$ cat src/tib_pkg.sv
/*
  Shared constants for the tag identify and block read engine: register
  offsets, command codes, result codes, tag operations and sizes.
  Assumes a byte-wide register port with a 10-bit address.
*/
`default_nettype none

package tib_pkg;
  localparam int AW = 10;

  // Register offsets
  localparam logic [9:0] A_RESULT   = 10'h000;
  localparam logic [9:0] A_CMD      = 10'h001;
  localparam logic [9:0] A_TAG_TYPE = 10'h002;
  localparam logic [9:0] A_UID_SIZE = 10'h003;
  localparam logic [9:0] A_IRQ_STAT = 10'h004;
  localparam logic [9:0] A_IRQ_CLR  = 10'h005;
  localparam logic [9:0] A_IRQ_EN   = 10'h006;
  localparam logic [9:0] A_PARAM    = 10'h010;
  localparam logic [9:0] A_UID      = 10'h020;
  localparam logic [9:0] A_KEY      = 10'h040;
  localparam logic [9:0] A_BUF      = 10'h200;

  localparam int N_PARAM   = 10;
  localparam int N_UID     = 10;
  localparam int N_KEYSLOT = 4;
  localparam int KEY_BYTES = 6;
  localparam int BLK_BYTES = 16;

  // Argument byte positions of the block read command
  localparam int P_START  = 0;
  localparam int P_COUNT  = 1;
  localparam int P_OFFSET = 2;
  localparam int P_KEYSEL = 3;
  localparam int KS_SUPPLIED = 6;
  localparam int KS_SECOND   = 7;

  // Command codes
  localparam logic [7:0] CMD_NONE  = 8'h00;
  localparam logic [7:0] CMD_IDENT = 8'h01;
  localparam logic [7:0] CMD_READ  = 8'h02;

  // Result codes
  localparam logic [7:0] RES_OK       = 8'h00;
  localparam logic [7:0] RES_NO_TAG   = 8'h01;
  localparam logic [7:0] RES_AUTH     = 8'h02;
  localparam logic [7:0] RES_READ     = 8'h03;
  localparam logic [7:0] RES_ARG      = 8'h04;
  localparam logic [7:0] RES_NOT_INIT = 8'h05;
  localparam logic [7:0] RES_BAD_CMD  = 8'h06;

  localparam logic [7:0] TYPE_NO_TAG = 8'h00;

  // Front-end operations
  localparam logic [1:0] OP_DETECT = 2'h0;
  localparam logic [1:0] OP_AUTH   = 2'h1;
  localparam logic [1:0] OP_READ   = 2'h2;

  // Interrupt status bits
  localparam int EV_DONE = 0;
  localparam int EV_ERR  = 1;

  // Small sectors of 4 blocks below block 128, large sectors of 16 above
  function automatic logic [5:0] sector_of(input logic [7:0] blk);
    if (blk[7]) begin
      sector_of = 6'h20 + {2'h0, blk[6:4]};
    end else begin
      sector_of = blk[7:2];
    end
  endfunction
endpackage

`default_nettype wire

$ cat src/tib_engine.sv
/*
  Command engine for tag identify and multi-block read, with its register
  port, interrupt logic and the request port toward the radio front end.
  Assumes the front end answers each request with one i_tag_done pulse and
  delivers read bytes on i_tag_byte_vld before that pulse.
*/
`default_nettype none
`timescale 1ns/100ps

module tib_engine #(
  parameter int BUF_DEPTH = 256
) (
  input  wire logic        i_clk,          // 100 MHz clock
  input  wire logic        i_rst_n,        // Async reset, active low
  input  wire logic [9:0]  i_addr,         // Register address
  input  wire logic [7:0]  i_wdata,        // Register write data
  input  wire logic        i_wr,           // Write strobe
  input  wire logic        i_rd,           // Read strobe
  output var  logic [7:0]  o_rdata,        // Read data, cycle after strobe
  output var  logic        o_irq,          // Level interrupt
  output var  logic        o_busy,         // Command in progress
  output var  logic        o_tag_req,      // Front-end request pulse
  output var  logic [1:0]  o_tag_op,       // Requested operation
  output var  logic [7:0]  o_tag_blk,      // Absolute block index
  output var  logic [47:0] o_tag_key,      // Sector key, byte 0 in low bits
  output var  logic        o_tag_key_b,    // Use secondary sector key
  input  wire logic        i_tag_done,     // Operation finished pulse
  input  wire logic        i_tag_ok,       // Success / tag present
  input  wire logic [79:0] i_tag_uid,      // Identifier, byte 0 in low bits
  input  wire logic [3:0]  i_tag_uid_len,  // Identifier size in bytes
  input  wire logic [7:0]  i_tag_type,     // Tag type code
  input  wire logic        i_tag_byte_vld, // Read byte strobe
  input  wire logic [7:0]  i_tag_byte      // Read byte
);
  localparam int BAW = $clog2(BUF_DEPTH);

  if (BUF_DEPTH < 16 || BUF_DEPTH > 256 || (1 << BAW) != BUF_DEPTH) begin : g_chk
    $error("BUF_DEPTH must be a power of two from 16 to 256");
  end

  typedef enum logic [1:0] {S_IDLE, S_DET_WAIT, S_AUTH_WAIT, S_RD_WAIT} tib_state_t;

  typedef struct packed {
    tib_state_t             state;
    logic                   busy;
    logic [7:0]             result;
    logic [7:0]             tag_type;
    logic [3:0]             uid_size;
    logic [9:0][7:0]        uid;
    logic [9:0][7:0]        params;
    logic [3:0][5:0][7:0]   keys;
    logic [1:0]             irq_stat;
    logic [1:0]             irq_en;
    logic                   irq;
    logic [7:0]             rdata;
    logic                   sel_buf;
    logic                   tag_ready;
    logic                   tag_req;
    logic [1:0]             tag_op;
    logic [7:0]             tag_blk;
    logic [47:0]            tag_key;
    logic                   tag_key_b;
    logic [7:0]             blk;
    logic [7:0]             left;
    logic [5:0]             auth_sec;
    logic                   auth_vld;
    logic [11:0]            bcnt;
  } tib_regs_t;

  tib_regs_t s, n;
  logic [7:0]     mem_q;
  logic           mem_we;
  logic [BAW-1:0] mem_waddr;
  logic [47:0]    key;
  logic           fin;
  logic [7:0]     fin_code;
  logic [1:0]     ev;
  logic [12:0]    span;
  logic [7:0]     nxt_blk;

  tib_buf_mem #(.DEPTH(BUF_DEPTH)) u_buf (
    .i_clk   (i_clk),
    .i_we    (mem_we),
    .i_waddr (mem_waddr),
    .i_wdata (i_tag_byte),
    .i_raddr (i_addr[BAW-1:0]),
    .o_rdata (mem_q)
  );

  always_comb begin
    n        = s;
    n.tag_req = 1'b0;
    fin      = 1'b0;
    fin_code = tib_pkg::RES_OK;
    ev       = 2'h0;
    nxt_blk  = 8'(s.blk + 8'h01);
    // Supplied key is stored byte 0 lowest, so the upper param bytes form it directly
    key = s.params[tib_pkg::P_KEYSEL][tib_pkg::KS_SUPPLIED] ? s.params[9:4]
                                                            : s.keys[s.params[3][1:0]];
    span = {5'h00, s.params[tib_pkg::P_OFFSET]} + {1'b0, s.params[tib_pkg::P_COUNT], 4'h0};
    mem_we    = 1'b0;
    mem_waddr = BAW'(s.params[tib_pkg::P_OFFSET] + s.bcnt[7:0]);

    // Register reads: buffer data comes from the memory's own output register
    n.sel_buf = i_rd && i_addr >= tib_pkg::A_BUF;
    if (i_rd) begin
      n.rdata = 8'h00;
      if (i_addr == tib_pkg::A_RESULT) n.rdata = s.result;
      if (i_addr == tib_pkg::A_CMD) n.rdata = {s.busy, 7'h00};
      if (i_addr == tib_pkg::A_TAG_TYPE) n.rdata = s.tag_type;
      if (i_addr == tib_pkg::A_UID_SIZE) n.rdata = {4'h0, s.uid_size};
      if (i_addr == tib_pkg::A_IRQ_STAT) n.rdata = {6'h00, s.irq_stat};
      if (i_addr == tib_pkg::A_IRQ_EN) n.rdata = {6'h00, s.irq_en};
      for (int i = 0; i < tib_pkg::N_PARAM; i++) begin
        if (i_addr == 10'(tib_pkg::A_PARAM + i)) n.rdata = s.params[i];
      end
      for (int i = 0; i < tib_pkg::N_UID; i++) begin
        if (i_addr == 10'(tib_pkg::A_UID + i)) n.rdata = s.uid[i];
      end
    end

    // Register writes; arguments and keys are frozen while a command runs
    if (i_wr) begin
      if (i_addr == tib_pkg::A_IRQ_EN) n.irq_en = i_wdata[1:0];
      for (int i = 0; i < tib_pkg::N_PARAM; i++) begin
        if (!s.busy && i_addr == 10'(tib_pkg::A_PARAM + i)) n.params[i] = i_wdata;
      end
      for (int i = 0; i < tib_pkg::N_KEYSLOT * tib_pkg::KEY_BYTES; i++) begin
        if (!s.busy && i_addr == 10'(tib_pkg::A_KEY + i)) begin
          n.keys[i / tib_pkg::KEY_BYTES][i % tib_pkg::KEY_BYTES] = i_wdata;
        end
      end
    end

    case (s.state)
      S_IDLE: begin
        if (i_wr && i_addr == tib_pkg::A_CMD) begin
          if (i_wdata == tib_pkg::CMD_IDENT) begin
            n.busy    = 1'b1;
            n.tag_req = 1'b1;
            n.tag_op  = tib_pkg::OP_DETECT;
            n.state   = S_DET_WAIT;
          end else if (i_wdata == tib_pkg::CMD_READ) begin
            if (!s.tag_ready) begin
              fin      = 1'b1;
              fin_code = tib_pkg::RES_NOT_INIT;
            end else if (s.params[tib_pkg::P_COUNT] == 8'h00 || span > 13'(BUF_DEPTH)) begin
              fin      = 1'b1;
              fin_code = tib_pkg::RES_ARG;
            end else begin
              n.busy      = 1'b1;
              n.blk       = s.params[tib_pkg::P_START];
              n.left      = s.params[tib_pkg::P_COUNT];
              n.bcnt      = 12'h000;
              n.auth_vld  = 1'b0;
              n.tag_req   = 1'b1;
              n.tag_op    = tib_pkg::OP_AUTH;
              n.tag_blk   = s.params[tib_pkg::P_START];
              n.tag_key   = key;
              n.tag_key_b = s.params[tib_pkg::P_KEYSEL][tib_pkg::KS_SECOND];
              n.state     = S_AUTH_WAIT;
            end
          end else if (i_wdata != tib_pkg::CMD_NONE) begin
            fin      = 1'b1;
            fin_code = tib_pkg::RES_BAD_CMD;
          end
        end
      end
      S_DET_WAIT: begin
        if (i_tag_done) begin
          fin = 1'b1;
          if (i_tag_ok) begin
            n.uid       = i_tag_uid;
            n.tag_type  = i_tag_type;
            n.uid_size  = i_tag_uid_len;
            n.tag_ready = 1'b1;
          end else begin
            n.tag_type = tib_pkg::TYPE_NO_TAG;
            n.uid_size = 4'h0;
            fin_code   = tib_pkg::RES_NO_TAG;
          end
        end
      end
      S_AUTH_WAIT: begin
        if (i_tag_done) begin
          if (i_tag_ok) begin
            n.auth_sec = tib_pkg::sector_of(s.blk);
            n.auth_vld = 1'b1;
            n.tag_req  = 1'b1;
            n.tag_op   = tib_pkg::OP_READ;
            n.tag_blk  = s.blk;
            n.state    = S_RD_WAIT;
          end else begin
            fin      = 1'b1;
            fin_code = tib_pkg::RES_AUTH;
          end
        end
      end
      S_RD_WAIT: begin
        if (i_tag_byte_vld) begin
          mem_we = 1'b1;
          n.bcnt = 12'(s.bcnt + 12'h001);
        end
        if (i_tag_done) begin
          if (!i_tag_ok) begin
            fin      = 1'b1;
            fin_code = tib_pkg::RES_READ;
          end else if (s.left > 8'h01) begin
            n.left    = 8'(s.left - 8'h01);
            n.blk     = nxt_blk;
            n.tag_req = 1'b1;
            n.tag_blk = nxt_blk;
            if (tib_pkg::sector_of(nxt_blk) != s.auth_sec) begin
              n.tag_op = tib_pkg::OP_AUTH;
              n.state  = S_AUTH_WAIT;
            end else begin
              n.tag_op = tib_pkg::OP_READ;
            end
          end else begin
            fin = 1'b1;
          end
        end
      end
      default: n.state = S_IDLE;
    endcase

    if (fin) begin
      n.result = fin_code;
      n.busy   = 1'b0;
      n.state  = S_IDLE;
      ev[tib_pkg::EV_DONE] = 1'b1;
      ev[tib_pkg::EV_ERR]  = fin_code != tib_pkg::RES_OK;
      // A failed operation leaves the tag in an unknown state, so demand a new identify
      if (fin_code != tib_pkg::RES_OK) n.tag_ready = 1'b0;
    end

    // A new event wins over a clear written in the same cycle
    if (i_wr && i_addr == tib_pkg::A_IRQ_CLR) n.irq_stat = n.irq_stat & ~i_wdata[1:0];
    n.irq_stat = n.irq_stat | ev;
    n.irq      = |(n.irq_stat & n.irq_en);
  end

  always_ff @(posedge i_clk or negedge i_rst_n) begin
    if (!i_rst_n) begin
      s <= '0;
    end else begin
      s <= n;
    end
  end

  assign o_rdata     = s.sel_buf ? mem_q : s.rdata;
  assign o_irq       = s.irq;
  assign o_busy      = s.busy;
  assign o_tag_req   = s.tag_req;
  assign o_tag_op    = s.tag_op;
  assign o_tag_blk   = s.tag_blk;
  assign o_tag_key   = s.tag_key;
  assign o_tag_key_b = s.tag_key_b;

  logic ident_go;
  logic read_go;
  assign ident_go = s.state == S_IDLE && i_wr && i_addr == tib_pkg::A_CMD
                    && i_wdata == tib_pkg::CMD_IDENT;
  assign read_go  = s.state == S_IDLE && n.state == S_AUTH_WAIT;
endmodule // tib_engine

`default_nettype wire

$ cat src/tib_buf_mem.sv
/*
  Byte-wide data buffer with one write port and one registered read port.
  Assumes both ports run on i_clk; writer and reader never need ordering.
*/
`default_nettype none
`timescale 1ns/100ps

module tib_buf_mem #(
  parameter int DEPTH = 256
) (
  input  wire logic                     i_clk,    // System clock
  input  wire logic                     i_we,     // Write enable
  input  wire logic [$clog2(DEPTH)-1:0] i_waddr,  // Write address
  input  wire logic [7:0]               i_wdata,  // Write data
  input  wire logic [$clog2(DEPTH)-1:0] i_raddr,  // Read address
  output var  logic [7:0]               o_rdata   // Registered read data
);
  logic [7:0] mem [DEPTH];

  always_ff @(posedge i_clk) begin
    if (i_we) begin
      mem[i_waddr] <= i_wdata;
    end
    o_rdata <= mem[i_raddr];
  end
endmodule // tib_buf_mem

`default_nettype wire

$ cat config.mk
export PLATFORM = sky130hd
export DESIGN_NAME = tib_engine
export DESIGN_NICKNAME = d
export VERILOG_FILES = /design/src/tib_pkg.sv /design/src/tib_engine.sv /design/src/tib_buf_mem.sv
export SDC_FILE = /design/constraint.sdc
export NUM_CORES = 2
export LEC_CHECK = 0
export BUFFER_PORTS_ARGS = -buffer_cell sky130_fd_sc_hd__buf_4
export CAP_MARGIN = 5
export CORE_ASPECT_RATIO = 1.2
export CORE_MARGIN = 1
export CORE_UTILIZATION = 55
export DETAILED_ROUTE_END_ITERATION = 16
export PLACE_DENSITY = 0.83
export SYNTH_ARGS = -nofsm -noshare
export SYNTH_HDL_FRONTEND = slang
export SYNTH_SLANG_ARGS = --single-unit
$ cat constraint.sdc
create_clock -name i_clk -period 3.5 [get_ports i_clk]
set_clock_uncertainty 0.2 [all_clocks]
set_input_delay 0.7 -clock i_clk [delete_from_list [all_inputs] [get_ports i_clk]]
set_output_delay 0.7 -clock i_clk [all_outputs]
set_load 0.01 [all_outputs]
==> flow_metrics.env <==
export IMPL_core_area_um2=184000
export IMPL_ys_warn_count=0
export IMPL_die_area_um2=187000
export IMPL_grt_overflow=0
export IMPL_gp_congestion=1.03
export IMPL_dpl_hpwl_um=179000
export IMPL_root_buffer="clkbuf_16"
export IMPL_area_growth_pct=18.0
export IMPL_antenna_found_initial=13
export IMPL_dieWidth_um=395
export IMPL_violations="setup timing"
export IMPL_setup_violations=300
export IMPL_ff2ff_setup_slack_ps=-70
export IMPL_clk_latency_ps=900
export IMPL_postSynthAreaPerCell_um2=18.6
export IMPL_pin_count=195
export IMPL_max_freq_mhz=280
export IMPL_dr_pass1_iters=7
export IMPL_synth_net_count=5621
export IMPL_slew_violations=0
export IMPL_synth_cell_type_count=90
export IMPL_cp_arrival_ps=3970
export IMPL_wl_um=310000
export IMPL_synth_edf_count=2048
export IMPL_crit_type="register to register"
export IMPL_grt_pass1_vias=62996
export IMPL_p_leak_nw=43.2
export IMPL_vias=62841
export IMPL_cts_buffer_depth=3
export IMPL_dieHeight_um=474
export IMPL_place_area_um2=112000
export IMPL_finalSetupTns_ps=-8780
export IMPL_path_clk_slew_ps=70
export IMPL_holdPathStages=3
export IMPL_htreeDepth=4
export IMPL_grt_max_degree=116
export IMPL_r2r_start="s[318]$_DFFE_PN0P_"
export IMPL_ys_ff_latch=2531
export IMPL_crit_fanout=8
export IMPL_power_density_nw_per_um2=512
export IMPL_hold_violations=0
export IMPL_start_kind="register"
export IMPL_wl_per_cell_um=34.5
export IMPL_status="finished, violations left"
export IMPL_tightest_slew_ps=1080
export IMPL_final_area_um2=120000
export IMPL_ys_flop_type="edfxtp_1"
export IMPL_final_period_utilization_pct=102
export IMPL_syn_cell_area_um2=102000
export IMPL_maxCapViolations=0
export IMPL_start_util_pct=55.5
export IMPL_postRouteAntennaNets=0
export IMPL_clock_sinks=2531
export IMPL_drive_gt1_share_pct=34.8
export IMPL_hold_slack_ps=97.2
export IMPL_grt_pass1_wl_um=428000
export IMPL_cts_tree="done"
export IMPL_max_slew_margin_rel_pct=27.5
export IMPL_rr_worst_depth=13
export IMPL_rows=172
export IMPL_synthCells=5479
export IMPL_p_total_mw=61.7
export IMPL_drt_iter0_drc=10639
export IMPL_port_buffers=194
export IMPL_avgViaCountPerCell=6.99
export IMPL_finalCriticalPeriod_ps=3570
export IMPL_finalWorstSetupSlack_ps=-72.8
export IMPL_cp_end_kind="register"
export IMPL_ir_drop_mv=0.544
export IMPL_worstHoldEndpoint="s[469]$_DFFE_PN0P_"
export IMPL_critPathRequiredTime_ps=3890
export IMPL_grt_usage_pct=31.5
export IMPL_nFillCells=11050
export IMPL_r2r_end="u_buf.mem[63][7]$_DFFE_PP_"
export IMPL_final_nets=6490
export IMPL_synth_seq_area_share_pct=72.0
export IMPL_numCtsBuffers=224
export IMPL_async_flop_share_pct=18.8
export IMPL_drc=0
export IMPL_fin_util_pct=65.6
export IMPL_hold_class="primary input to register"
export IMPL_min_from="i_tag_ok"
[Yosys cell counts (67+ instances only)]
cell type	n	share of area, %
a221oi_1	74	0.63
a22o_1	71	0.61
a22oi_1	177	1.3
buf_2	87	0.43
buf_4	68	0.50
clkbuf_1	201	0.74
dfrtp_1	475	12
edfxtp_1	2048	60
mux2_2	367	4.0
mux2i_1	68	0.67
mux4_2	566	12
nand2_1	238	0.88
nand3_1	67	0.33
nor2_1	347	1.3
o21ai_0	119	0.58
[routing by layer]
metal  share of wire, %  GRT usage, %
met2                 48          51.4
met4                8.1          20.2
met3                 12          6.92
met5              0.026             0
met1                 32          38.1
[final cells by class]
cell class	instances	area, um2	share of cell area (%)
antenna	8	20.0	0.0166
clock buffer	273	5960	4.95
clock inverter	151	1600	1.33
inverter	22	82.6	0.0685
multi-input combinational	2528	26800	22.2
sequential	2531	73600	61.1
tap	2436	3050	2.53
timing repair buffer	1041	9410	7.81
[worst max-delay path: stages (launching register included)]
cell and delay, ps:
dfrtp_1 430, ha_2 210, fa_2 340, a21o_1 210, a21oi_2 190, o21bai_1 110, a21oi_2 120, buf_4 170
xor2_4 290, buf_6 210, nand4_1 190, buf_12 230, nor2_1 200, buf_6 180
[placed cells by master (no fill, tap or decap), types with 19 or more instances in the layout]
| cell | n |
|---|---|
| mux2_2 | 367 |
| a22oi_1 | 177 |
| a221oi_1 | 74 |
| clkbuf_1 | 36 |
| nor2_2 | 23 |
| nor2_1 | 326 |
| mux2i_1 | 68 |
| o22ai_1 | 19 |
| o221ai_1 | 38 |
| clkinv_2 | 43 |
| edfxtp_1 | 2048 |
| dfrtp_1 | 472 |
| inv_1 | 22 |
| nand3_1 | 65 |
| a22o_1 | 71 |
| nor3_1 | 34 |
| clkbuf_16 | 228 |
| nand2_1 | 237 |
| buf_12 | 94 |
| bufinv_16 | 24 |
| buf_6 | 21 |
| buf_4 | 808 |
| mux4_2 | 566 |
| a21oi_1 | 44 |
| o211ai_1 | 20 |
| clkinv_1 | 51 |
| o21ai_0 | 118 |
| dlygate4sd3_1 | 107 |
[registers in the layout, summed over array words and instances (netlist names)]
name           flops
o_tag_blk          8
o_tag_key_b        1
u_buf.o_rdata      8
u_buf.mem       2048
o_tag_key         48
o_tag_op           2
o_irq              1
s                413
o_tag_req          1
o_busy             1
[repair_timing]
item,in CTS,in global routing
pin swaps,0,3
setup buffers,0,2
setup endpoints to repair,1628,1691
gates resized for setup,14,49
cloned,0,1
endpoints found under the hold margin,154,0
hold buffers,107,0
[report_power, final]
part	internal, mW	leakage [nW]	switching (mW)
registers	32.6	25.1	0.101
logic	1.36	14.5	2.12
clock network	14.0	3.67	11.6
[logic make-up (layout without fill, tap and decap cells)]
| group | count (synthesis) | after routing | share of synthesized area [%] |
|---|---|---|---|
| simple gates | 806 | 806 | 3.54 |
| flops | 2531 | 2531 | 72.0 |
| mux | 1001 | 1001 | 17.2 |
| buf+inv | 420 | 1487 | 1.90 |
| fa+ha+maj | 17 | 17 | 0.223 |
| compound gates | 680 | 680 | 4.87 |
| other cells | 0 | 8 | 0 |
| xor+xnor | 24 | 24 | 0.219 |
[per-stage QoR]
| step | std cells | setup WS (ps) |
|---|---|---|
| final | 8990 | -72.8 |
| after global routing | 8984 | -94.8 |
| after CTS | 8979 | -51.3 |
| after detailed placement | 8448 | -432 |
| after global placement | 8448 | -358 |
| after floorplan | 5479 | -122 |
[worst max-delay path by stage]
stage / from / to / slack, ps / cells past startpoint
finish: s[318]$_DFFE_PN0P_ / u_buf.mem[63][7]$_DFFE_PP_ / -70 / 13
global route: s[318]$_DFFE_PN0P_ / u_buf.mem[63][7]$_DFFE_PP_ / -90 / 13
CTS: s[318]$_DFFE_PN0P_ / u_buf.mem[27][2]$_DFFE_PP_ / -50 / 12
detailed placement: i_addr[0] / u_buf.o_rdata[7]$_DFF_P_ / -430 / 11
global placement: i_addr[0] / u_buf.o_rdata[7]$_DFF_P_ / -360 / 11
floorplan: s[0]$_DFFE_PN0P_ / u_buf.mem[108][0]$_DFFE_PP_ / -120 / 10
Power figures use the tool's default switching activity.
